## src/ardr_pkg.sv

```systemverilog
// constants and types for the acceleration/deceleration ramp generator
package ardr_pkg;
    // clock and control tick
    localparam int CLK_MHZ  = 40;
    localparam int TICK_US  = 1000;
    localparam int TICK_CYC = CLK_MHZ * TICK_US;
    // ramp time setting unit is 0.1 s, i.e. this many ticks
    localparam int TIME_UNIT_MS   = 100;
    localparam int TICKS_PER_UNIT = (TIME_UNIT_MS * 1000) / TICK_US;
    // ramp shape selections
    localparam logic [1:0] SHAPE_LINEAR = 2'h0;
    localparam logic [1:0] SHAPE_S_BASE = 2'h1;
    localparam logic [1:0] SHAPE_S_EACH = 2'h2;
    // automatic ramp mode selections
    localparam logic [3:0] AUTO_NORMAL   = 4'h0;
    localparam logic [3:0] AUTO_NO_BRAKE = 4'h1;
    localparam logic [3:0] AUTO_SEQ1     = 4'h7;
    localparam logic [3:0] AUTO_SEQ2     = 4'h8;
    localparam logic [3:0] AUTO_BRAKE    = 4'hB;
    // direction selections for the automatic mode
    localparam logic [1:0] DIR_BOTH  = 2'h0;
    localparam logic [1:0] DIR_ACCEL = 2'h1;
    localparam logic [1:0] DIR_DECEL = 2'h2;
    // setting codes and ranges
    localparam logic [15:0] SENTINEL      = 16'h270F;
    localparam logic [15:0] DEF_LIMIT_PCT = 16'h0096;
    localparam logic [15:0] PCT_FULL      = 16'h0064;
    localparam logic [15:0] MAX_REF_CUR   = 16'h1388;
    localparam logic [15:0] MAX_LIMIT_PCT = 16'h00C8;
    // slope weights, unity is 1 << W_SHIFT
    localparam int          W_SHIFT  = 8;
    localparam logic [15:0] W_UNITY  = 16'h0100;
    localparam logic [15:0] W_HALF   = 16'h0080;
    localparam logic [15:0] W_EDGE   = 16'h0080;
    localparam logic [15:0] W_MID    = 16'h0200;
    localparam int          AUTO_SH  = 2;
    localparam int          BRAKE_SH = 3;
    localparam logic [2:0]  EDGE_PAD = 3'h0;
    // ramp sequencer states
    typedef enum logic [0:0] {
        ST_WAIT = 1'b0,
        ST_STEP = 1'b1
    } ardr_state_e;
endpackage

```

## src/ardr_ramp_gen.sv

```systemverilog
// output frequency ramp generator with s-curves and shortest ramping
`timescale 1ns/1ps
// Functional notes
// RQ1: shape 0 ramps linearly at constant slope, both directions.
// RQ2: shape 1 is an s-curve bending at base frequency, slower above it.
// RQ3: in shape 1 the ramp time means time to reach base frequency.
// RQ4: shape 2 makes every frequency change a fresh s-curve segment.
// RQ5: a shape 2 segment never takes longer than the linear ramp.
// RQ6: auto mode 0 normal, 1 shortest, 11 shortest with brake, 7/8 sequence.
// RQ7: direction select 0 both, 1 acceleration only, 2 deceleration only.
// RQ8: shortest mode derives its rate from stored times, times untouched.
// RQ9: limit sentinel means 150 percent of reference current.
// RQ10: general stall level in shortest mode only at constant speed; code also uses it on ramps the direction select excludes.
// RQ11: reference current 0 to 500 A; sentinel means rated current.
// RQ12: limits 0 to 200 percent of reference current, per direction.
// RQ13: jog or second function while stopped in auto forces normal ramping.
// RQ14: jog and second function are ignored while running in auto.
// RQ15: changing auto mode resets reference current and limits to sentinel.
// RQ16: second function select picks the alternate ramp times.
// RQ17: output steps one unit per clock while tick credit lasts, toward target, holds, never overshoots.
module ardr_ramp_gen #(
    parameter int TICK_CYCLES = ardr_pkg::TICK_CYC
) (
    input  wire logic        CLK_I,
    input  wire logic        NRST_I,
    input  wire logic        START_I,
    input  wire logic        JOG_I,
    input  wire logic        SECOND_FUNCTION_SELECT_I,
    input  wire logic [15:0] SET_FREQ_I,
    input  wire logic [15:0] JOG_FREQ_I,
    input  wire logic [15:0] MOTOR_CURRENT_I,
    input  wire logic [15:0] RATED_CURRENT_I,
    input  wire logic [1:0]  RAMP_SHAPE_SELECT_I,
    input  wire logic [3:0]  AUTO_RAMP_MODE_I,
    input  wire logic [1:0]  AUTO_RAMP_DIRECTION_SELECT_I,
    input  wire logic [15:0] ACCEL_TIME_SETTING_I,
    input  wire logic [15:0] DECEL_TIME_SETTING_I,
    input  wire logic [15:0] ACCEL_TIME2_SETTING_I,
    input  wire logic [15:0] DECEL_TIME2_SETTING_I,
    input  wire logic [15:0] BASE_FREQUENCY_SETTING_I,
    input  wire logic [15:0] RAMP_REFERENCE_FREQUENCY_I,
    input  wire logic [15:0] STALL_PREVENTION_LEVEL_I,
    input  wire logic        LIMIT_WR_I,
    input  wire logic [15:0] RAMP_REFERENCE_CURRENT_I,
    input  wire logic [15:0] ACCEL_CURRENT_LIMIT_I,
    input  wire logic [15:0] DECEL_CURRENT_LIMIT_I,
    output logic      [15:0] OUT_FREQ_O,
    output logic             RAMP_ACTIVE_O,
    output logic             STALL_ACTIVE_O,
    output logic             AUTO_ACTIVE_O,
    output logic      [15:0] REF_CURRENT_O,
    output logic      [15:0] ACCEL_LIMIT_O,
    output logic      [15:0] DECEL_LIMIT_O
);
    import ardr_pkg::*;

    typedef struct packed {
        ardr_state_e st;
        logic [31:0] tick_cnt;
        logic [15:0] freq;
        logic [31:0] acc;
        logic [15:0] seg_start;
        logic [15:0] seg_target;
        logic [15:0] ref_cur;
        logic [15:0] acc_lim;
        logic [15:0] dec_lim;
        logic [3:0]  mode_prev;
        logic        ovr;
        logic        jog_eff;
        logic        rt_eff;
        logic        ramping;
        logic        stall;
        logic        auto_act;
    } ardr_state_s;

    ardr_state_s r_q;
    ardr_state_s r_d;

    logic        tick;
    logic        stopped;
    logic        auto_mode;
    logic        follow;
    logic        accel;
    logic        ramping;
    logic        auto_dir;
    logic        edge_zone;
    logic        ramp_hit;
    logic        const_hit;
    logic        stall_c;
    logic [15:0] target;
    logic [15:0] time_set;
    logic [15:0] ref_f;
    logic [15:0] w;
    logic [15:0] ref_a;
    logic [15:0] lim_pct;
    logic [15:0] span;
    logic [15:0] done_d;
    logic [15:0] left_d;
    logic [31:0] time_ticks;
    logic [31:0] inc;
    logic [31:0] cur_x100;

    function automatic logic [15:0] absdiff(input logic [15:0] a,
                                            input logic [15:0] b);
        absdiff = (a > b) ? a - b : b - a;
    endfunction

    ////////////////////////////////////////////////////////////////////////
    // control tick divider and operating condition
    assign tick      = r_q.tick_cnt == 32'(TICK_CYCLES - 1);
    assign stopped   = r_q.freq == 16'h0000;
    // RQ6 mode decode, sequence modes ramp normally
    assign auto_mode = (AUTO_RAMP_MODE_I == AUTO_NO_BRAKE) ||
                       (AUTO_RAMP_MODE_I == AUTO_BRAKE);
    assign follow    = !auto_mode || stopped || r_q.ovr;
    assign target    = r_q.jog_eff ? JOG_FREQ_I :
                       (START_I ? SET_FREQ_I : 16'h0000);
    assign accel     = target > r_q.freq;
    assign ramping   = target != r_q.freq;
    // RQ7 direction select
    assign auto_dir  = auto_mode && !r_q.ovr &&
                       ((AUTO_RAMP_DIRECTION_SELECT_I == DIR_BOTH) ||
                        (AUTO_RAMP_DIRECTION_SELECT_I == DIR_ACCEL
                         && accel) ||
                        (AUTO_RAMP_DIRECTION_SELECT_I == DIR_DECEL
                         && !accel));

    ////////////////////////////////////////////////////////////////////////
    // RQ16 ramp time choice
    always_comb begin
        if (r_q.rt_eff) begin
            time_set = accel ? ACCEL_TIME2_SETTING_I : DECEL_TIME2_SETTING_I;
        end else begin
            time_set = accel ? ACCEL_TIME_SETTING_I : DECEL_TIME_SETTING_I;
        end
    end

    // RQ8 stored times only read, zero treated as one unit
    assign time_ticks = 32'((time_set == 16'h0000) ? 16'h0001 : time_set)
                        * 32'(TICKS_PER_UNIT);

    ////////////////////////////////////////////////////////////////////////
    // RQ11 reference current, sentinel picks rated current
    assign ref_a     = (r_q.ref_cur == SENTINEL) ? RATED_CURRENT_I
                                                 : r_q.ref_cur;
    // RQ9 limit sentinel gives 150 percent
    assign lim_pct   = ((accel ? r_q.acc_lim : r_q.dec_lim) == SENTINEL)
                       ? DEF_LIMIT_PCT
                       : (accel ? r_q.acc_lim : r_q.dec_lim);
    assign cur_x100  = 32'(MOTOR_CURRENT_I) * 32'(PCT_FULL);
    // RQ12 limit as ratio of reference current
    assign ramp_hit  = cur_x100 >= 32'(ref_a) * 32'(lim_pct);
    assign const_hit = cur_x100 >= 32'(RATED_CURRENT_I)
                                   * 32'(STALL_PREVENTION_LEVEL_I);
    // RQ10 general level except while ramping in a direction that shortest mode covers
    assign stall_c   = (auto_dir && ramping) ? ramp_hit : const_hit;

    ////////////////////////////////////////////////////////////////////////
    // segment position for per-change s-curves
    assign span      = absdiff(r_q.seg_target, r_q.seg_start);
    assign done_d    = absdiff(r_q.freq, r_q.seg_start);
    assign left_d    = absdiff(target, r_q.freq);
    assign edge_zone = ({done_d, EDGE_PAD} < {EDGE_PAD, span}) ||
                       ({left_d, EDGE_PAD} < {EDGE_PAD, span});

    // slope weight per shape and mode
    always_comb begin
        ref_f = RAMP_REFERENCE_FREQUENCY_I;
        w     = W_UNITY;
        case (RAMP_SHAPE_SELECT_I)
            // RQ2 bend at base frequency
            SHAPE_S_BASE: begin
                // RQ3 time refers to base frequency
                ref_f = BASE_FREQUENCY_SETTING_I;
                w     = (r_q.freq >= BASE_FREQUENCY_SETTING_I) ? W_HALF
                                                              : W_UNITY;
            end
            // RQ5 slow eighths, fast middle: 7/8 of linear time
            SHAPE_S_EACH: begin
                w = edge_zone ? W_EDGE : W_MID;
            end
            default: begin
                w = W_UNITY;
            end
        endcase
        // RQ8 shortest mode runs fast, held back by current limit
        if (auto_dir) begin
            if (!accel && AUTO_RAMP_MODE_I == AUTO_BRAKE) begin
                w = w << BRAKE_SH;
            end else begin
                w = w << AUTO_SH;
            end
        end
    end

    // RQ1 constant increment per tick
    assign inc = 32'((32'(ref_f) * 32'(w)) >> W_SHIFT);

    ////////////////////////////////////////////////////////////////////////
    // next state of the whole block
    always_comb begin
        r_d          = r_q;
        r_d.tick_cnt = tick ? 32'h0000_0000 : r_q.tick_cnt + 32'h0000_0001;
        r_d.mode_prev = AUTO_RAMP_MODE_I;
        // RQ15 mode change restores sentinels, wins over a write
        if (AUTO_RAMP_MODE_I != r_q.mode_prev) begin
            r_d.ref_cur = SENTINEL;
            r_d.acc_lim = SENTINEL;
            r_d.dec_lim = SENTINEL;
        end else if (LIMIT_WR_I) begin
            // RQ11 range check on reference current
            if (RAMP_REFERENCE_CURRENT_I <= MAX_REF_CUR ||
                RAMP_REFERENCE_CURRENT_I == SENTINEL) begin
                r_d.ref_cur = RAMP_REFERENCE_CURRENT_I;
            end
            // RQ12 range check on limits
            if (ACCEL_CURRENT_LIMIT_I <= MAX_LIMIT_PCT ||
                ACCEL_CURRENT_LIMIT_I == SENTINEL) begin
                r_d.acc_lim = ACCEL_CURRENT_LIMIT_I;
            end
            if (DECEL_CURRENT_LIMIT_I <= MAX_LIMIT_PCT ||
                DECEL_CURRENT_LIMIT_I == SENTINEL) begin
                r_d.dec_lim = DECEL_CURRENT_LIMIT_I;
            end
        end
        // RQ13 override to normal ramping when stopped
        if (stopped) begin
            r_d.ovr = auto_mode && (JOG_I || SECOND_FUNCTION_SELECT_I);
        end
        // RQ14 hold jog and second function while running in auto
        if (follow) begin
            r_d.jog_eff = JOG_I;
            r_d.rt_eff  = SECOND_FUNCTION_SELECT_I;
        end
        // RQ4 new target opens a new segment
        if (target != r_q.seg_target) begin
            r_d.seg_start  = r_q.freq;
            r_d.seg_target = target;
        end
        // RQ17 credit added once per tick unless stalled
        if (!ramping) begin
            r_d.acc = 32'h0000_0000;
        end else if (tick && !stall_c) begin
            r_d.acc = r_q.acc + inc;
        end
        case (r_q.st)
            ST_WAIT: begin
                if (tick && ramping) begin
                    r_d.st = ST_STEP;
                end
            end
            ST_STEP: begin
                if (!ramping) begin
                    r_d.st = ST_WAIT;
                end else if (r_q.acc >= time_ticks) begin
                    // RQ17 one unit per step, stops on target
                    r_d.acc  = r_d.acc - time_ticks;
                    r_d.freq = accel ? r_q.freq + 16'h0001
                                     : r_q.freq - 16'h0001;
                end else begin
                    r_d.st = ST_WAIT;
                end
            end
            default: begin
                r_d.st = ST_WAIT;
            end
        endcase
        r_d.ramping  = ramping;
        r_d.stall    = stall_c;
        r_d.auto_act = auto_dir && ramping;
    end

    // state register
    always_ff @(posedge CLK_I or negedge NRST_I) begin
        if (!NRST_I) begin
            r_q           <= '0;
            r_q.ref_cur   <= SENTINEL;
            r_q.acc_lim   <= SENTINEL;
            r_q.dec_lim   <= SENTINEL;
            r_q.mode_prev <= AUTO_NORMAL;
        end else begin
            r_q <= r_d;
        end
    end

    // outputs straight from the state register
    assign OUT_FREQ_O     = r_q.freq;
    assign RAMP_ACTIVE_O  = r_q.ramping;
    assign STALL_ACTIVE_O = r_q.stall;
    assign AUTO_ACTIVE_O  = r_q.auto_act;
    assign REF_CURRENT_O  = r_q.ref_cur;
    assign ACCEL_LIMIT_O  = r_q.acc_lim;
    assign DECEL_LIMIT_O  = r_q.dec_lim;
endmodule

```

## config.mk

```make
export PLATFORM = sky130hd
export DESIGN_NAME = ardr_ramp_gen
export DESIGN_NICKNAME = d
export VERILOG_FILES = /design/src/ardr_pkg.sv /design/src/ardr_ramp_gen.sv
export SDC_FILE = /design/constraint.sdc
export NUM_CORES = 2
export LEC_CHECK = 0
export ABC_CLOCK_PERIOD_IN_PS = 38800
export BUFFER_PORTS_ARGS = -buffer_cell sky130_fd_sc_hd__buf_2
export CAP_MARGIN = 40
export CELL_PAD_IN_SITES_DETAIL_PLACEMENT = 1
export CELL_PAD_IN_SITES_GLOBAL_PLACEMENT = 1
export CORE_ASPECT_RATIO = 1.4
export CORE_MARGIN = 5
export CORE_UTILIZATION = 45
export DETAILED_ROUTE_END_ITERATION = 10
export PLACE_DENSITY_LB_ADDON = 0.1
export SYNTH_ARGS = -nofsm -noshare
export SYNTH_HDL_FRONTEND = slang
export SYNTH_SLANG_ARGS = --single-unit
```

## constraint.sdc

```tcl
create_clock -name CLK_I -period 38.8 [get_ports CLK_I]
set_clock_uncertainty 0.15 [all_clocks]
set_input_delay 1.94 -clock CLK_I [delete_from_list [all_inputs] [get_ports CLK_I]]
set_output_delay 1.94 -clock CLK_I [all_outputs]
set_load 0.05 [all_outputs]
```

==> out/qor.log <==
INFO  clock_network  htree_levels=4
INFO  setup_path     arrival=17830ps
INFO  clock_network  tritoncts_clock_tree=yes
INFO  clock_network  count_of_instances_resized_after_the_clock_tree_is_built=0
INFO  yosys          postSynthCellCount=5075
INFO  timing         worst_pin_slew=993.5ps
INFO  clock_network  worstSkewPairLatency=520ps
INFO  flow_run       cap_violations=0
INFO  timing         layout_setup_ws=21280ps
INFO  setup_path     critical_path.max_stage_delay=610ps
INFO  setup_path     timing.critical_path.required=39110ps
INFO  yosys          fraction_of_the_yosys_area_taken_by_sequential_cells=0.1016
INFO  setup_path     setup.worst_path.start_class=input pin
INFO  clock_network  cts_hold_buffers=0
INFO  floorplanning  floorplan.die_area=100500um2
INFO  yosys          syn-cell-area=42390um2
INFO  timing         setup_repair_after_global_routing_missed_its_margin=false
INFO  drt            route.vias.total=36480
INFO  floorplanning  floorplan.die.height=373.2um
INFO  drt            first_iter_violations=1587
INFO  setup_path     timing.rr.end=r_q[119]
INFO  yosys          async_reset_ff_frac=1.000
INFO  yosys          number_of_flops_mapped_to_enable_cells_by_yosys=0
INFO  drt            finalWirelength=143900um
INFO  timing         finalWorstPathRequiredPeriod=17520ps
INFO  global_route   antenna_found_initial=5
INFO  clock_network  cts.clk_slew.worst_paths=80ps
INFO  yosys          syn_nets=6442
INFO  setup_path     timing.reg2reg.setup_slack=21860ps
INFO  final_layout   finalInstanceArea=45460um2
INFO  drt            route.detailed.drc=0
INFO  global_route   grt_start_max_net_pins=58
INFO  global_route   remaining_global_route_overflow=0
INFO  floorplanning  initial_core_utilization=0.4525
INFO  placed_design  dp.final_hpwl=123100um
INFO  timing         timing.fmax=0.05706GHz
INFO  yosys          synth_area_per_cell=8.353um2
INFO  timing         finalCritPeriodShare=0.4517
INFO  setup_path     slowest_stage=a22o_1
INFO  worst_hold_path hold_path.startpoint=r_q[169]
INFO  setup_path     crit_fanout=44
INFO  setup_path     r2r_cells=62
INFO  final_layout   final_nets=6589
INFO  global_route   grt_first_pass_wirelength=222600um
INFO  setup_path     critical-path-top-cell-by-count=ha_1
INFO  placed_design  preCtsSetupSlack=20950ps
INFO  worst_hold_path hold_path_class=reg2reg
INFO  yosys          synth_seq_cells=171
INFO  worst_hold_path timing.hold.worst_path_depth=1
INFO  clock_network  clock-sinks=171
INFO  drt            avgViaCountPerCell=5.654
INFO  drt            drt_pre_antenna_iters=5
INFO  yosys          yosysWarningCount=0
INFO  floorplanning  row_count=133
INFO  setup_path     worstSetupPathType=in2reg
INFO  placed_design  placer_s_final_routability_congestion_estimate=0.9514
INFO  timing         final-max-slew-violation-count=0
INFO  clock_network  postCtsSetupRepairBufs=0
INFO  final_layout   areaGrowthSynthToFinish=7.246%
INFO  timing         hold_violations=0
INFO  clock_network  clockRootBuffer=clkbuf_16
INFO  drt            antenna_violating_nets_post_route=0
INFO  clock_network  clockBufferDepth=2
INFO  worst_hold_path holdPathEnd=r_q[169]
INFO  final_layout   fin_util=0.4853
INFO  setup_path     timing.critical_path.to_type=register
INFO  yosys          synth_ff_type=dfrtp_1
INFO  floorplanning  die_width=269.4um
INFO  final_layout   multi_input_area=33650um2
INFO  setup_path     rr_startpoint=r_q[4]
INFO  final_layout   area.sequential=4309um2
INFO  timing         timing.max_slew.rel_slack=0.3377
INFO  clock_network  tritoncts_buffer_count=17
INFO  final_layout   post_route_cells_drive_above_1_share=0.09838
INFO  final_layout   fillCellCount=11400
INFO  timing         total_of_endpoints_with_negative_setup_slack_in_the_final_report=0
INFO  placed_design  post_dp_cell_area=44840um2
INFO  global_route   first_global_vias=40050
INFO  placed_design  placement.io_buffers=304
INFO  global_route   gr-usage-all-layers=0.2814
INFO  timing         finalSetupTns=0ps
INFO  outcome        run_status=complete, no violations
INFO  floorplanning  i_o_pin_count=305
INFO  yosys          synth.lib_cells_used.distinct=92
INFO  floorplanning  core_area=93690um2
INFO  drt            routed_wire_length_per_instance=22.30um
layer usage:
layer | vias up | track usage | part of all wire
li1 | 16840 | - | -
met5 | - | 0 | 0.00029
met1 | 18440 | 0.3186 | 0.38
met4 | 6 | 0.1443 | 0.061
met3 | 269 | 0.04181 | 0.047
met2 | 927 | 0.5130 | 0.51
critical path, delay by kind of cell:
family,cells,cell delay (ps)
buffers and inverters,9,1810
muxes,2,510
xor gates and xnor gates,2,400
and+or+nand+nor,14,2740
AOI/OAI and AO/OA,23,6030
adders and majority gates,12,4370
registers in the layout, summed over array words and instances, names as in the netlist:
| name | count |
|---|---|
| ACCEL_LIMIT_O | 16 |
| REF_CURRENT_O | 16 |
| AUTO_ACTIVE_O | 1 |
| STALL_ACTIVE_O | 1 |
| OUT_FREQ_O | 16 |
| r_q | 104 |
| DECEL_LIMIT_O | 16 |
| RAMP_ACTIVE_O | 1 |
synth_stat cells, drive strengths merged (13+ instances only):
cell     count  area, um2
nor4        40      271.5
xor2        92      813.3
fa         478       9569
a22o        29      254.0
mux4        17      382.9
nor3        61      305.3
mux2i       73      730.7
xnor2      150       1314
and2       132      825.8
or3         15      93.84
a31oi       17      106.4
a221oi      13      120.1
o21ai      194      970.9
nor2       264      993.5
and3        35      219.0
nor2b       43      269.0
nand3       69      350.3
buf         89      600.6
mux2        33      375.4
o21a        32      240.2
dfrtp      147       3679
o21bai      34      255.2
o31ai       15      112.6
dfstp       24      630.6
nand2      617       2316
a21oi      258       1303
nand4       48      319.1
o2111ai     14      128.9
ha         651       8145
a211oi      34      260.3
nand2b      44      275.3
a21o       129      968.4
inv        892       3348
clkbuf     141      529.3
o211ai      20      150.1
final cells by class:
type | count | area share
multi-input cells | 3782 | 0.7402
diodes | 2 | 0.0001101
repair buffers | 358 | 0.04425
inverters | 892 | 0.07365
clock inverters | 15 | 0.004238
clock buffers | 17 | 0.009357
well taps | 1215 | 0.03344
flip-flops and latches | 171 | 0.09478
per-stage QoR:
step	instances	hold slack, ps
4_1_cts	6449	346.1
5_1_grt	6450	372.8
2_1_floorplan	5075	293.4
3_3_place_gp	6398	313.1
6_report	6452	338.1
3_5_place_dp	6417	331.8
kinds of logic after synthesis:
family / after synthesis / share of synthesized area
multiplexers: 123 / 0.03512
AO/OA/AOI/OAI: 874 / 0.1334
buffers and inverters: 1122 / 0.1056
XOR/XNOR: 242 / 0.05018
AND/OR/NAND/NOR: 1414 / 0.1562
adder cells (fa/ha/maj): 1129 / 0.4179
flip-flops: 171 / 0.1016
how the worst max path moves through the flow:
stage | startpoint | to | slack, ps | depth (start not counted)
detailed placement | START_I | r_q[119] | 20950 | 62
global route | START_I | r_q[121] | 20150 | 63
finish | START_I | r_q[119] | 21280 | 62
CTS | START_I | r_q[119] | 21430 | 62
global placement | START_I | r_q[121] | 21150 | 60
floorplan | START_I | r_q[119] | 21860 | 66
layout by cell type (no fill, tap or decap), types with 12 or more instances in the layout:
master | netlist | layout
nand2b_1 | 44 | 44
dfstp_2 | 24 | 24
mux4_2 | 17 | 17
a21o_1 | 129 | 129
or2_2 | 12 | 12
inv_1 | 890 | 890
o211ai_1 | 20 | 20
a221oi_1 | 12 | 12
o2111ai_1 | 13 | 13
nand2_1 | 617 | 617
clkbuf_16 | 0 | 17
and3_1 | 35 | 35
nor4_1 | 38 | 37
and2_1 | 131 | 131
nand3_1 | 68 | 68
ha_1 | 651 | 651
nor2_1 | 263 | 263
buf_2 | 9 | 305
o21a_1 | 32 | 32
a21oi_1 | 257 | 253
fa_1 | 478 | 478
a31oi_1 | 17 | 17
mux2_2 | 32 | 32
o21bai_1 | 34 | 34
xnor2_1 | 150 | 150
nor2b_1 | 43 | 43
mux2i_1 | 73 | 73
a211oi_1 | 33 | 33
or3_1 | 15 | 15
o31ai_1 | 15 | 15
nand4_1 | 45 | 45
buf_4 | 66 | 44
o21ai_0 | 183 | 183
a22o_1 | 29 | 29
xor2_1 | 91 | 91
nor3_1 | 61 | 59
dfrtp_1 | 147 | 147
Power is left out: the tool's default activity adds up to more than one toggle a clock period on the data nets, which glitch-free logic cannot reach.
